==> src/core/pil_pkg.sv <==
// Purpose: shared constants and types of the power and init word loader
// Assumes: 32-bit AXI4-Lite register bus, 16-bit configuration words
// Notes:   register offsets are byte addresses, one aligned word each
package pil_pkg;
   localparam int AXI_AW = 8;

   typedef struct packed {
      logic [AXI_AW-1:0] awaddr;
      logic              awvalid;
      logic [31:0]       wdata;
      logic [3:0]        wstrb;
      logic              wvalid;
      logic              bready;
      logic [AXI_AW-1:0] araddr;
      logic              arvalid;
      logic              rready;
   } pil_axi_req_s;

   typedef struct packed {
      logic        awready;
      logic        wready;
      logic        bvalid;
      logic [1:0]  bresp;
      logic        arready;
      logic        rvalid;
      logic [31:0] rdata;
      logic [1:0]  rresp;
   } pil_axi_rsp_s;

   typedef enum logic [2:0] {
      PIL_ST_IDLE, PIL_ST_REQ_PWR, PIL_ST_WAIT_PWR, PIL_ST_REQ_INIT, PIL_ST_WAIT_INIT, PIL_ST_DONE
   } pil_state_e;

   localparam logic [1:0] RESP_OKAY   = 2'h0;
   localparam logic [1:0] RESP_SLVERR = 2'h2;

   // configuration word addresses in the non-volatile store
   localparam logic [7:0] NVM_PWR_WORD  = 8'h22;
   localparam logic [7:0] NVM_INIT_WORD = 8'h24;
   localparam logic [15:0] PWR_WORD_DEFAULT  = 16'h0000;
   localparam logic [15:0] INIT_WORD_DEFAULT = 16'h0280;

   // power word fields
   localparam int PWR_D0_HI = 15;
   localparam int PWR_D0_LO = 8;
   localparam int PWR_CF_HI = 7;
   localparam int PWR_CF_LO = 5;
   localparam int PWR_D3_HI = 4;
   localparam int PWR_D3_LO = 0;
   localparam int PWR_UNIT_MW = 100;

   // power data selector codes
   localparam logic [3:0] SEL_D0_A   = 4'h0;
   localparam logic [3:0] SEL_D0_B   = 4'h4;
   localparam logic [3:0] SEL_D3_A   = 4'h3;
   localparam logic [3:0] SEL_D3_B   = 4'h7;
   localparam logic [3:0] SEL_COMMON = 4'h8;

   // initialization word fields
   localparam int INIT_LOS_INV = 13;
   localparam int INIT_WAKE_EN  = 10;
   localparam int INIT_MDIX     = 9;
   localparam int INIT_ROM_DIS  = 7;
   localparam int INIT_WAKE_ANY = 6;
   localparam int INIT_LINK_HI = 5;
   localparam int INIT_LINK_LO = 4;

   // register map and bit positions
   localparam logic [AXI_AW-1:0] OFF_CTRL      = 8'h00;
   localparam logic [AXI_AW-1:0] OFF_WAKE_CTRL = 8'h04;
   localparam logic [AXI_AW-1:0] OFF_CTRL_EXT  = 8'h08;
   localparam logic [AXI_AW-1:0] OFF_PHY_CFG   = 8'h0C;
   localparam logic [AXI_AW-1:0] OFF_PM_SEL    = 8'h10;
   localparam logic [AXI_AW-1:0] OFF_PM_DATA   = 8'h14;
   localparam logic [AXI_AW-1:0] OFF_STATUS    = 8'h18;
   localparam logic [AXI_AW-1:0] OFF_NVM_WORDS = 8'h1C;
   localparam int CTRL_LOS_BIT   = 7;
   localparam int CTRL_WAKE_BIT  = 6;
   localparam int WAKE_EN_BIT    = 0;
   localparam int WAKE_ANY_BIT   = 5;
   localparam int EXT_LINK_HI    = 23;
   localparam int EXT_LINK_LO    = 22;
   localparam int PHY_MDIX_BIT   = 0;
   localparam int ST_DONE_BIT    = 0;
   localparam int ST_PWR_HIT_BIT = 1;
   localparam int ST_INIT_HIT_BIT = 2;
   localparam int ST_ROM_DIS_BIT = 3;
endpackage : pil_pkg

==> src/core/pil_loader.sv <==
// Purpose: loads the power and initialization words after reset and exposes the result
// Assumes: storage answers each read with one ack pulse; bus is AXI4-Lite, one clock
// Notes:   fields only live in byte lanes 0 and 2; other strobes are ignored
//
// What this block does
// - selector 0 or 4 returns power word bits 15:8, the D0 figure.
// - selector 3 or 7 returns power word bits 4:0, the D3 figure.
// - selector 8 returns power word bits 7:5, the common-function figure.
// - D0 and D3 counts are reported in 100 mW steps.
// - unused upper bits of a reported power figure read as zero.
// - init bit 13 sets the reset value of the signal-loss invert control bit.
// - init bit 10 goes to both control bit 6 and wake control bit 0.
// - init bit 9, default one, loads PHY configuration bit 0.
// - with auto crossover on, the device itself picks the pair swap.
// - init bit 7 set disables the expansion ROM base address register.
// - init bit 6: zero wakes only in D3, one wakes in any state.
// - init bits 5:4 load the link interface select; 00 means internal copper.
`timescale 1ns/1ps
module pil_loader (
   input  wire logic                 clk,
   input  wire logic                 rstn,
   input  wire pil_pkg::pil_axi_req_s axi_req,
   output pil_pkg::pil_axi_rsp_s     axi_rsp,
   output logic                      nvm_rd_req,
   output logic [7:0]                nvm_rd_addr,
   input  wire logic                 nvm_rd_ack,
   input  wire logic                 nvm_rd_hit,
   input  wire logic [15:0]          nvm_rd_data,
   input  wire logic                 fn_in_d3,
   output logic                      load_done,
   output logic                      loss_signal_invert,
   output logic                      ctrl_power_wake_en,
   output logic                      advanced_power_wake_enable,
   output logic                      power_wake_in_full_power,
   output logic                      power_wake_allowed,
   output logic [1:0]                link_interface_select,
   output logic                      auto_crossover_en,
   output logic                      exp_rom_bar_disable
);
   import pil_pkg::*;

   pil_state_e    state_reg;
   logic [15:0]   pwr_word_reg;
   logic [15:0]   init_word_reg;
   logic          pwr_hit_reg;
   logic          init_hit_reg;
   logic [3:0]    pm_sel_reg;
   logic [7:0]    pm_data_reg;
   pil_axi_rsp_s  rsp_reg;
   logic          aw_full_reg;
   logic          w_full_reg;
   logic [AXI_AW-1:0] wr_addr_reg;
   logic [31:0]   wr_data_reg;
   logic [3:0]    wr_strb_reg;
   logic [15:0]   init_word_next;
   logic          load_init;
   logic          wr_fire;
   logic [31:0]   rd_word;
   logic          rd_ok;

   // power figure returned for a selector; narrow fields are zero padded
   function automatic logic [7:0] pm_value(input logic [3:0] sel, input logic [15:0] pw);
      logic [7:0] v;
      v = 8'h00;
      case (sel)
         SEL_D0_A, SEL_D0_B: v = pw[PWR_D0_HI:PWR_D0_LO];
         SEL_D3_A, SEL_D3_B: v = {3'h0, pw[PWR_D3_HI:PWR_D3_LO]};
         SEL_COMMON:         v = {5'h00, pw[PWR_CF_HI:PWR_CF_LO]};
         default:            v = 8'h00;
      endcase
      return v;
   endfunction : pm_value

   function automatic logic hit(input logic [AXI_AW-1:0] a, input logic [AXI_AW-1:0] off);
      return a == off;
   endfunction : hit

   // loader sequence
   assign load_init      = (state_reg == PIL_ST_WAIT_INIT) && nvm_rd_ack;
   assign init_word_next = nvm_rd_hit ? nvm_rd_data : INIT_WORD_DEFAULT;

   always_ff @(posedge clk) begin
      if (!rstn) begin
         state_reg   <= PIL_ST_IDLE;
         nvm_rd_req  <= 1'b0;
         nvm_rd_addr <= 8'h00;
      end else begin
         nvm_rd_req <= 1'b0;
         case (state_reg)
            PIL_ST_IDLE: state_reg <= PIL_ST_REQ_PWR;
            PIL_ST_REQ_PWR: begin
               nvm_rd_req  <= 1'b1;
               nvm_rd_addr <= NVM_PWR_WORD;
               state_reg   <= PIL_ST_WAIT_PWR;
            end
            PIL_ST_WAIT_PWR: if (nvm_rd_ack) state_reg <= PIL_ST_REQ_INIT;
            PIL_ST_REQ_INIT: begin
               nvm_rd_req  <= 1'b1;
               nvm_rd_addr <= NVM_INIT_WORD;
               state_reg   <= PIL_ST_WAIT_INIT;
            end
            PIL_ST_WAIT_INIT: if (nvm_rd_ack) state_reg <= PIL_ST_DONE;
            PIL_ST_DONE: state_reg <= PIL_ST_DONE;
            default: state_reg <= PIL_ST_IDLE;
         endcase
      end
   end

   // captured words; a miss keeps the default image
   always_ff @(posedge clk) begin
      if (!rstn) begin
         pwr_word_reg  <= PWR_WORD_DEFAULT;
         init_word_reg <= INIT_WORD_DEFAULT;
         pwr_hit_reg   <= 1'b0;
         init_hit_reg  <= 1'b0;
         load_done     <= 1'b0;
      end else begin
         if ((state_reg == PIL_ST_WAIT_PWR) && nvm_rd_ack) begin
            pwr_word_reg <= nvm_rd_hit ? nvm_rd_data : PWR_WORD_DEFAULT;
            pwr_hit_reg  <= nvm_rd_hit;
         end
         if (load_init) begin
            init_word_reg <= init_word_next;
            init_hit_reg  <= nvm_rd_hit;
            load_done     <= 1'b1;
         end
      end
   end

   // AXI4-Lite handshakes; one process owns every response flop of the bus
   assign wr_fire = aw_full_reg && w_full_reg && !rsp_reg.bvalid;

   always_ff @(posedge clk) begin
      if (!rstn) begin
         aw_full_reg     <= 1'b0;
         w_full_reg      <= 1'b0;
         wr_addr_reg     <= '0;
         wr_data_reg     <= 32'h0000_0000;
         wr_strb_reg     <= 4'h0;
         rsp_reg.awready <= 1'b1;
         rsp_reg.wready  <= 1'b1;
         rsp_reg.bvalid  <= 1'b0;
         rsp_reg.bresp   <= RESP_OKAY;
         rsp_reg.arready <= 1'b1;
         rsp_reg.rvalid  <= 1'b0;
         rsp_reg.rdata   <= 32'h0000_0000;
         rsp_reg.rresp   <= RESP_OKAY;
      end else begin
         if (axi_req.awvalid && rsp_reg.awready) begin
            aw_full_reg     <= 1'b1;
            wr_addr_reg     <= axi_req.awaddr;
            rsp_reg.awready <= 1'b0;
         end
         if (axi_req.wvalid && rsp_reg.wready) begin
            w_full_reg     <= 1'b1;
            wr_data_reg    <= axi_req.wdata;
            wr_strb_reg    <= axi_req.wstrb;
            rsp_reg.wready <= 1'b0;
         end
         if (wr_fire) begin
            aw_full_reg    <= 1'b0;
            w_full_reg     <= 1'b0;
            rsp_reg.bvalid <= 1'b1;
            rsp_reg.bresp  <= (wr_addr_reg[1:0] == 2'h0 && wr_addr_reg <= OFF_NVM_WORDS) ? RESP_OKAY : RESP_SLVERR;
         end
         if (rsp_reg.bvalid && axi_req.bready) begin
            // one write in flight: channels reopen only once the answer is taken
            rsp_reg.bvalid  <= 1'b0;
            rsp_reg.awready <= 1'b1;
            rsp_reg.wready  <= 1'b1;
         end
         if (axi_req.arvalid && rsp_reg.arready) begin
            rsp_reg.arready <= 1'b0;
            rsp_reg.rvalid  <= 1'b1;
            rsp_reg.rdata   <= rd_word;
            rsp_reg.rresp   <= rd_ok ? RESP_OKAY : RESP_SLVERR;
         end else if (rsp_reg.rvalid && axi_req.rready) begin
            rsp_reg.rvalid  <= 1'b0;
            rsp_reg.arready <= 1'b1;
         end
      end
   end

   // device registers
   // a load completing in the same cycle as a write overrides it
   always_ff @(posedge clk) begin
      if (!rstn) begin
         loss_signal_invert         <= INIT_WORD_DEFAULT[INIT_LOS_INV];
         ctrl_power_wake_en         <= INIT_WORD_DEFAULT[INIT_WAKE_EN];
         advanced_power_wake_enable <= INIT_WORD_DEFAULT[INIT_WAKE_EN];
         power_wake_in_full_power   <= INIT_WORD_DEFAULT[INIT_WAKE_ANY];
         link_interface_select      <= INIT_WORD_DEFAULT[INIT_LINK_HI:INIT_LINK_LO];
         auto_crossover_en          <= INIT_WORD_DEFAULT[INIT_MDIX];
         exp_rom_bar_disable        <= INIT_WORD_DEFAULT[INIT_ROM_DIS];
         pm_sel_reg                 <= 4'h0;
      end else if (load_init) begin
         loss_signal_invert         <= init_word_next[INIT_LOS_INV];
         ctrl_power_wake_en         <= init_word_next[INIT_WAKE_EN];
         advanced_power_wake_enable <= init_word_next[INIT_WAKE_EN];
         power_wake_in_full_power   <= init_word_next[INIT_WAKE_ANY];
         link_interface_select      <= init_word_next[INIT_LINK_HI:INIT_LINK_LO];
         auto_crossover_en          <= init_word_next[INIT_MDIX];
         exp_rom_bar_disable        <= init_word_next[INIT_ROM_DIS];
      end else if (wr_fire) begin
         if (hit(wr_addr_reg, OFF_CTRL) && wr_strb_reg[0]) begin
            loss_signal_invert <= wr_data_reg[CTRL_LOS_BIT];
            ctrl_power_wake_en <= wr_data_reg[CTRL_WAKE_BIT];
         end
         if (hit(wr_addr_reg, OFF_WAKE_CTRL) && wr_strb_reg[0]) begin
            advanced_power_wake_enable <= wr_data_reg[WAKE_EN_BIT];
            power_wake_in_full_power   <= wr_data_reg[WAKE_ANY_BIT];
         end
         if (hit(wr_addr_reg, OFF_CTRL_EXT) && wr_strb_reg[2])
            link_interface_select <= wr_data_reg[EXT_LINK_HI:EXT_LINK_LO];
         if (hit(wr_addr_reg, OFF_PHY_CFG) && wr_strb_reg[0])
            auto_crossover_en <= wr_data_reg[PHY_MDIX_BIT];
         if (hit(wr_addr_reg, OFF_PM_SEL) && wr_strb_reg[0])
            pm_sel_reg <= wr_data_reg[3:0];
      end
   end

   // power data follows the selector one cycle later
   always_ff @(posedge clk) begin
      if (!rstn) pm_data_reg <= 8'h00;
      else       pm_data_reg <= pm_value(pm_sel_reg, pwr_word_reg);
   end

   // wake from full power only when allowed; otherwise D3 only
   always_ff @(posedge clk) begin
      if (!rstn) power_wake_allowed <= 1'b0;
      else power_wake_allowed <= advanced_power_wake_enable && (power_wake_in_full_power || fn_in_d3);
   end

   // read data decode, taken by the response flops when the address is accepted
   always_comb begin
      rd_word = 32'h0000_0000;
      rd_ok   = 1'b1;
      case (axi_req.araddr)
         OFF_CTRL: begin
            rd_word[CTRL_LOS_BIT] = loss_signal_invert;
            rd_word[CTRL_WAKE_BIT] = ctrl_power_wake_en;
         end
         OFF_WAKE_CTRL: begin
            rd_word[WAKE_EN_BIT]  = advanced_power_wake_enable;
            rd_word[WAKE_ANY_BIT] = power_wake_in_full_power;
         end
         OFF_CTRL_EXT: rd_word[EXT_LINK_HI:EXT_LINK_LO] = link_interface_select;
         OFF_PHY_CFG:  rd_word[PHY_MDIX_BIT] = auto_crossover_en;
         OFF_PM_SEL:   rd_word[3:0] = pm_sel_reg;
         OFF_PM_DATA:  rd_word[7:0] = pm_data_reg;
         OFF_STATUS: begin
            rd_word[ST_DONE_BIT]     = load_done;
            rd_word[ST_PWR_HIT_BIT]  = pwr_hit_reg;
            rd_word[ST_INIT_HIT_BIT] = init_hit_reg;
            rd_word[ST_ROM_DIS_BIT]  = exp_rom_bar_disable;
         end
         OFF_NVM_WORDS: rd_word = {init_word_reg, pwr_word_reg};
         default: rd_ok = 1'b0;
      endcase
   end

   assign axi_rsp = rsp_reg;
endmodule : pil_loader

==> config.mk <==
export PLATFORM = sky130hd
export DESIGN_NAME = pil_loader
export DESIGN_NICKNAME = d
export VERILOG_FILES = /design/src/core/pil_pkg.sv /design/src/core/pil_loader.sv
export SDC_FILE = /design/constraint.sdc
export NUM_CORES = 1
export LEC_CHECK = 0
export ABC_AREA = 1
export BUFFER_PORTS_ARGS = -buffer_cell sky130_fd_sc_hd__buf_2
export CORE_MARGIN = 4
export CORE_UTILIZATION = 35
export CTS_CLUSTER_SIZE = 24
export DETAILED_ROUTE_END_ITERATION = 12
export PLACE_DENSITY = 0.55
export SLEW_MARGIN = 10
export SYNTH_ARGS = -nofsm -noshare
export SYNTH_HDL_FRONTEND = slang
export SYNTH_SLANG_ARGS = --single-unit
export TNS_END_PERCENT = 30
==> constraint.sdc <==
create_clock -name clk -period 2.36 [get_ports clk]
set_input_delay 0.236 -clock clk [delete_from_list [all_inputs] [get_ports clk]]
set_output_delay 0.236 -clock clk [all_outputs]
set_load 0.005 [all_outputs]
# Word level (Yosys, flattened, before mapping)
# Index checks and enable logic that the tools add are counted.
[word_totals] regBits=146 in_bits=78 out_inout_bits=60 wordCells=137
[op_classes] order_cmp=1 eq_ne=22 muxes=39 n_bitwise=2 n_reduce_logical=42
[ops] op="equality test 8 x 5 -> 1 bit (second input constant)" n=5
[ops] op="equality test 8 x 4 -> 1 bit (second input constant)" n=4
[ops] op="2-to-1 mux 16 bit" n=2
[ops] op="one-hot mux 8 bit (3 select lines)" n=1
[ops] op="one-hot mux 3 bit (6 select lines)" n=1
[ops] op="2-to-1 mux 1 bit" n=17
[ops] op="equality test 8 x 3 -> 1 bit (second input constant)" n=2
[ops] op="logical AND 1 bit" n=16
[ops] op="logical NOT 8 bit" n=2
[ops] op="one-hot mux 8 bit (2 select lines)" n=1
[ops] op="2-to-1 mux 14 bit" n=1
[ops] op="2-to-1 mux 2 bit" n=7
[ops] op="nonzero test 2 bit" n=7
[ops] op="one-hot mux 3 bit (4 select lines)" n=1
[ops] op="AND reduction 2 bit" n=5
[ops] op="OR reduction 2 bit" n=5
[ops] op="equality test 4 x 3 -> 1 bit (second input constant)" n=2
[ops] op="<= comparator 8 x 5 -> 1 bit (second input constant)" n=1
[ops] op="2-to-1 mux 8 bit" n=1
[ops] op="OR reduction 8 bit" n=1
[ops] op="equality test 3 x 2 -> 1 bit (second input constant)" n=2
[ops] op="equality test 3 bit (second input constant)" n=2
[ops] op="2-to-1 mux 3 bit" n=2
[ops] op="one-hot mux 1 bit (6 select lines)" n=1
[ops] op="other kinds (15)" n=17

# Longest topological paths before layout
[logic_depth] ltp_word=5 depth_mapped=10 mapped_depth_nobuf=10

# Worst setup path before layout
# Ideal clock, no wire load.
[synth_path] path_kind="register -> register" start="register state_reg[2]" end="register pwr_word_reg[11]" setup_time_ns=0.119 t_arrival_ns=1.067 t_required_ns=2.241 setup_slack_ns=1.174 path_stages_with_launch=6 path_buffers=1 path_cell_list="dfxtp_1 > nor2_1 > nand3_2 > buf_2 > o21ai_0 > a21oi_1"
[synth_between] elab_chain_cells=2
[synth_lines] item="start, declared" line_no="pil_loader.sv:42" source="pil_state_e state_reg;"
[synth_lines] item="start signal, assigned" line_no="pil_loader.sv:84" source="state_reg <= PIL_ST_IDLE;"
[synth_lines] item="start signal, assigned" line_no="pil_loader.sv:90" source="PIL_ST_IDLE: state_reg <= PIL_ST_REQ_PWR;"
[synth_lines] item="start signal, assigned" line_no="pil_loader.sv:94" source="state_reg <= PIL_ST_WAIT_PWR;"
[synth_lines] item="equality test 3 x 2 -> 1 bit" line_no="pil_loader.sv:118" source="if ((state_reg == PIL_ST_WAIT_PWR) && nvm_rd_ack) begin"
[synth_lines] item="logical AND 1 bit" line_no="pil_loader.sv:118"
[synth_lines] item="end signal, assigned" line_no="pil_loader.sv:119" source="pwr_word_reg <= nvm_rd_hit ? nvm_rd_data : PWR_WORD_DEFAULT;"
[synth_lines] item="end, declared" line_no="pil_loader.sv:43" source="logic [15:0] pwr_word_reg;"
# Every way passes these cells.
# A chain may end at the register's enable or synchronous reset.

# Worst setup path after layout
[layout_path] start="register rsp_reg (netlist bit axi_rsp[35])" end="register rsp_reg (netlist bit axi_rsp[20])"
[layout_between] elab_chain_cells=1
[layout_lines] item="start, declared" line_no="pil_loader.sv:49" source="pil_axi_rsp_s rsp_reg;"
[layout_lines] item="logical AND 1 bit" line_no="pil_loader.sv:172" source="if (axi_req.arvalid && rsp_reg.arready) begin"
# Every way passes these cells.

==> run summary <==
outcome = finished clean
Design Area, Final = 6240 sq um
Post-Synthesis Cells = 693
Critical Path Sink Type = flip-flop
area delta synth->final = 24.5%
initial antenna violation count = 0
area leader, netlist = dfxtp_1
Clk pin slew, worst setup/hold paths = 0.06 ns
Worst Skew = 0.0218 ns
Slew @ Worst Pin = 0.713 ns
vias after detailed routing = 4670
fin crit period = 1.58 ns
Slew Viols, Final = 0
max_cap viols = 0
Seq cells post-synth = 122
Core Util, Final = 44.8%
Reg2Reg Depth = 5
die width = 128 um
I/O pin count = 138
Remaining DRCs = 0
Synth cell types = 31
cts hold-fix bufs = 0
post-cts resize count = 0
sequential area share after synthesis = 48.8%
ant diodes = 0
Place WS = 0.685 ns
via density per instance = 4.76
drt wl/cell = 13.6 um
Clk Latency, worst-skew pair = 0.42 ns
Num CTS Buffers = 17
Yosys top cell area share = 48.8%
die area = 16300 sq um
first-pass GRT wire length = 21700 um
main area contributors after synthesis = dfxtp_1 49%, nand2_1 12%, a21oi_1 7.3%
CTS sink cnt = 122
CP Launch Type = flip-flop
Fin Setup TNS = 0 ns
Final GP Congestion = 0.853
HPWL Detailed = 9950 um
worst path arrival time = 1.94 ns
Reg area = 2440 sq um
Multi-input gate area = 2110 sq um
num rows = 43
final hold violation count = 0
final net count = 869
CTS tree = done
CP Max Fanout = 33
routed wire length = 13400 um
Placed Area = 5630 sq um
GRT Total Usage = 16.8%
critical path class = reg2reg
slew margin rel. = 52.3%
Detail Route Antenna Nets = 0
Hold Path Depth = 3
drt pass-1 iters = 5
CTS root buf = clkbuf_16
FMAX = 0.632 GHz
starting density of the core = 36.0%
largest net degree at the start of global routing = 47
worst setup slack after layout = 0.778 ns
synthesized cell area = 5010 sq um
Final Cycle Share = 67.0%
Fillers = 1471
Finish-stage setup viols = 0
Cell Pwr Density = 862 nW/um^2
post-synthesis area per instance = 7.23 sq um
vias in the first global route = 4498
share of layout cells above drive strength 1 = 19.4%
P_leak = 0.00283 uW
Required @ worst endpoint = 2.71 ns
total global routing overflow = 0
type of the most critical hold path = in2reg
port buffer count = 105
Synth warnings = 0
CTS Buffer Depth = 2
postcts setup bufs = 0
RSZ-0062 raised after global routing = no
DRT iter0 DRCs = 241
maximum vdd drop = 0.439 mV
max reg flops = 39
htree depth = 4
Tot Pwr = 5380 uW
Die H = 128 um
core area = 13900 sq um
## cells in the mapped netlist, drive strengths merged
master,instances
a21boi,1
inv,62
buf,23
o21a,1
nand3,49
and3,2
nand2,162
a31oi,4
dfxtp,122
conb,1
o211ai,2
o22ai,2
o221ai,3
nor3,4
clkbuf,19
clkinv,3
a22oi,1
o2111ai,1
nor2,86
o21ai,69
a21oi,73
nand4,3
## critical path, cell delays in order, from the launching register on
cell	delay, ns
dfxtp_1	0.34
nand2_1	0.07
inv_1	0.44
buf_4	0.38
o21ai_0	0.13
a21oi_1	0.14
## per-stage QoR
step,instances,hold WS (ns)
after global placement,952,0.444
final,981,0.0612
after floorplan,699,0.371
after CTS,981,0.0410
after detailed placement,952,0.449
after global routing,981,0.0690
## placed cells by master, fill, tap and decap left out, types with 2 or more instances in the layout
| master | synthesis | final |
|---|---|---|
| a21oi_1 | 73 | 73 |
| a31oi_1 | 4 | 4 |
| and3_1 | 2 | 2 |
| buf_2 | 10 | 105 |
| buf_4 | 10 | 10 |
| bufinv_16 | 0 | 3 |
| clkbuf_16 | 0 | 17 |
| clkbuf_8 | 0 | 5 |
| clkinv_1 | 2 | 2 |
| clkinvlp_4 | 0 | 3 |
| conb_1 | 1 | 7 |
| dfxtp_1 | 122 | 122 |
| inv_1 | 61 | 61 |
| nand2_1 | 160 | 160 |
| nand2_2 | 2 | 2 |
| nand3_1 | 47 | 47 |
| nand3_2 | 2 | 2 |
| nand4_1 | 3 | 3 |
| nor2_1 | 80 | 80 |
| nor2_2 | 4 | 4 |
| nor2_4 | 2 | 2 |
| nor3_1 | 4 | 4 |
| o211ai_1 | 2 | 2 |
| o21ai_0 | 68 | 68 |
| o221ai_1 | 3 | 3 |
| o22ai_1 | 2 | 2 |
## kinds of logic after synthesis
family          after synthesis  synth area share, %
flops                       122                 48.8
other cells                   1               0.0749
compound gates              157                 16.4
buf+inv                     107                 9.49
simple gates                306                 25.3
## layer usage
metal / global-route usage (%) / vias to the layer above / part of all wire (%)
met4: 6.18 / 0 / 1.6
met5: 0 / - / 0
met1: 20.8 / 2088 / 45
li1: - / 2427 / -
met2: 27.2 / 137 / 47
met3: 5.52 / 18 / 6.6
## power by group
group | switching (uW) | total, uW | internal [uW]
clock | 889 | 2670 | 1780
sequential | 69.6 | 2250 | 2180
combinational | 286 | 460 | 174
## final timing paths
| path | from | end | slack (ns) |
|---|---|---|---|
| worst min register to register | wr_addr_reg[7] | wr_addr_reg[7] | 0.45 |
| worst max register to register | axi_rsp[35] | axi_rsp[20] | 0.78 |
| worst max-delay path | axi_rsp[35] | axi_rsp[20] | 0.78 |
| worst min-delay path | nvm_rd_data[7] | init_word_reg[7] | 0.06 |
## layout make-up
type | count | area share, %
Clock inverter | 6 | 1.81
Tap cell | 180 | 3.61
Timing Repair Buffer | 115 | 9.63
Sequential cell | 122 | 39.1
Multi-Input combinational cell | 470 | 33.9
Inverter | 65 | 3.93
Clock buffer | 23 | 7.98
No activity file was read; power rests on OpenSTA's default activity.
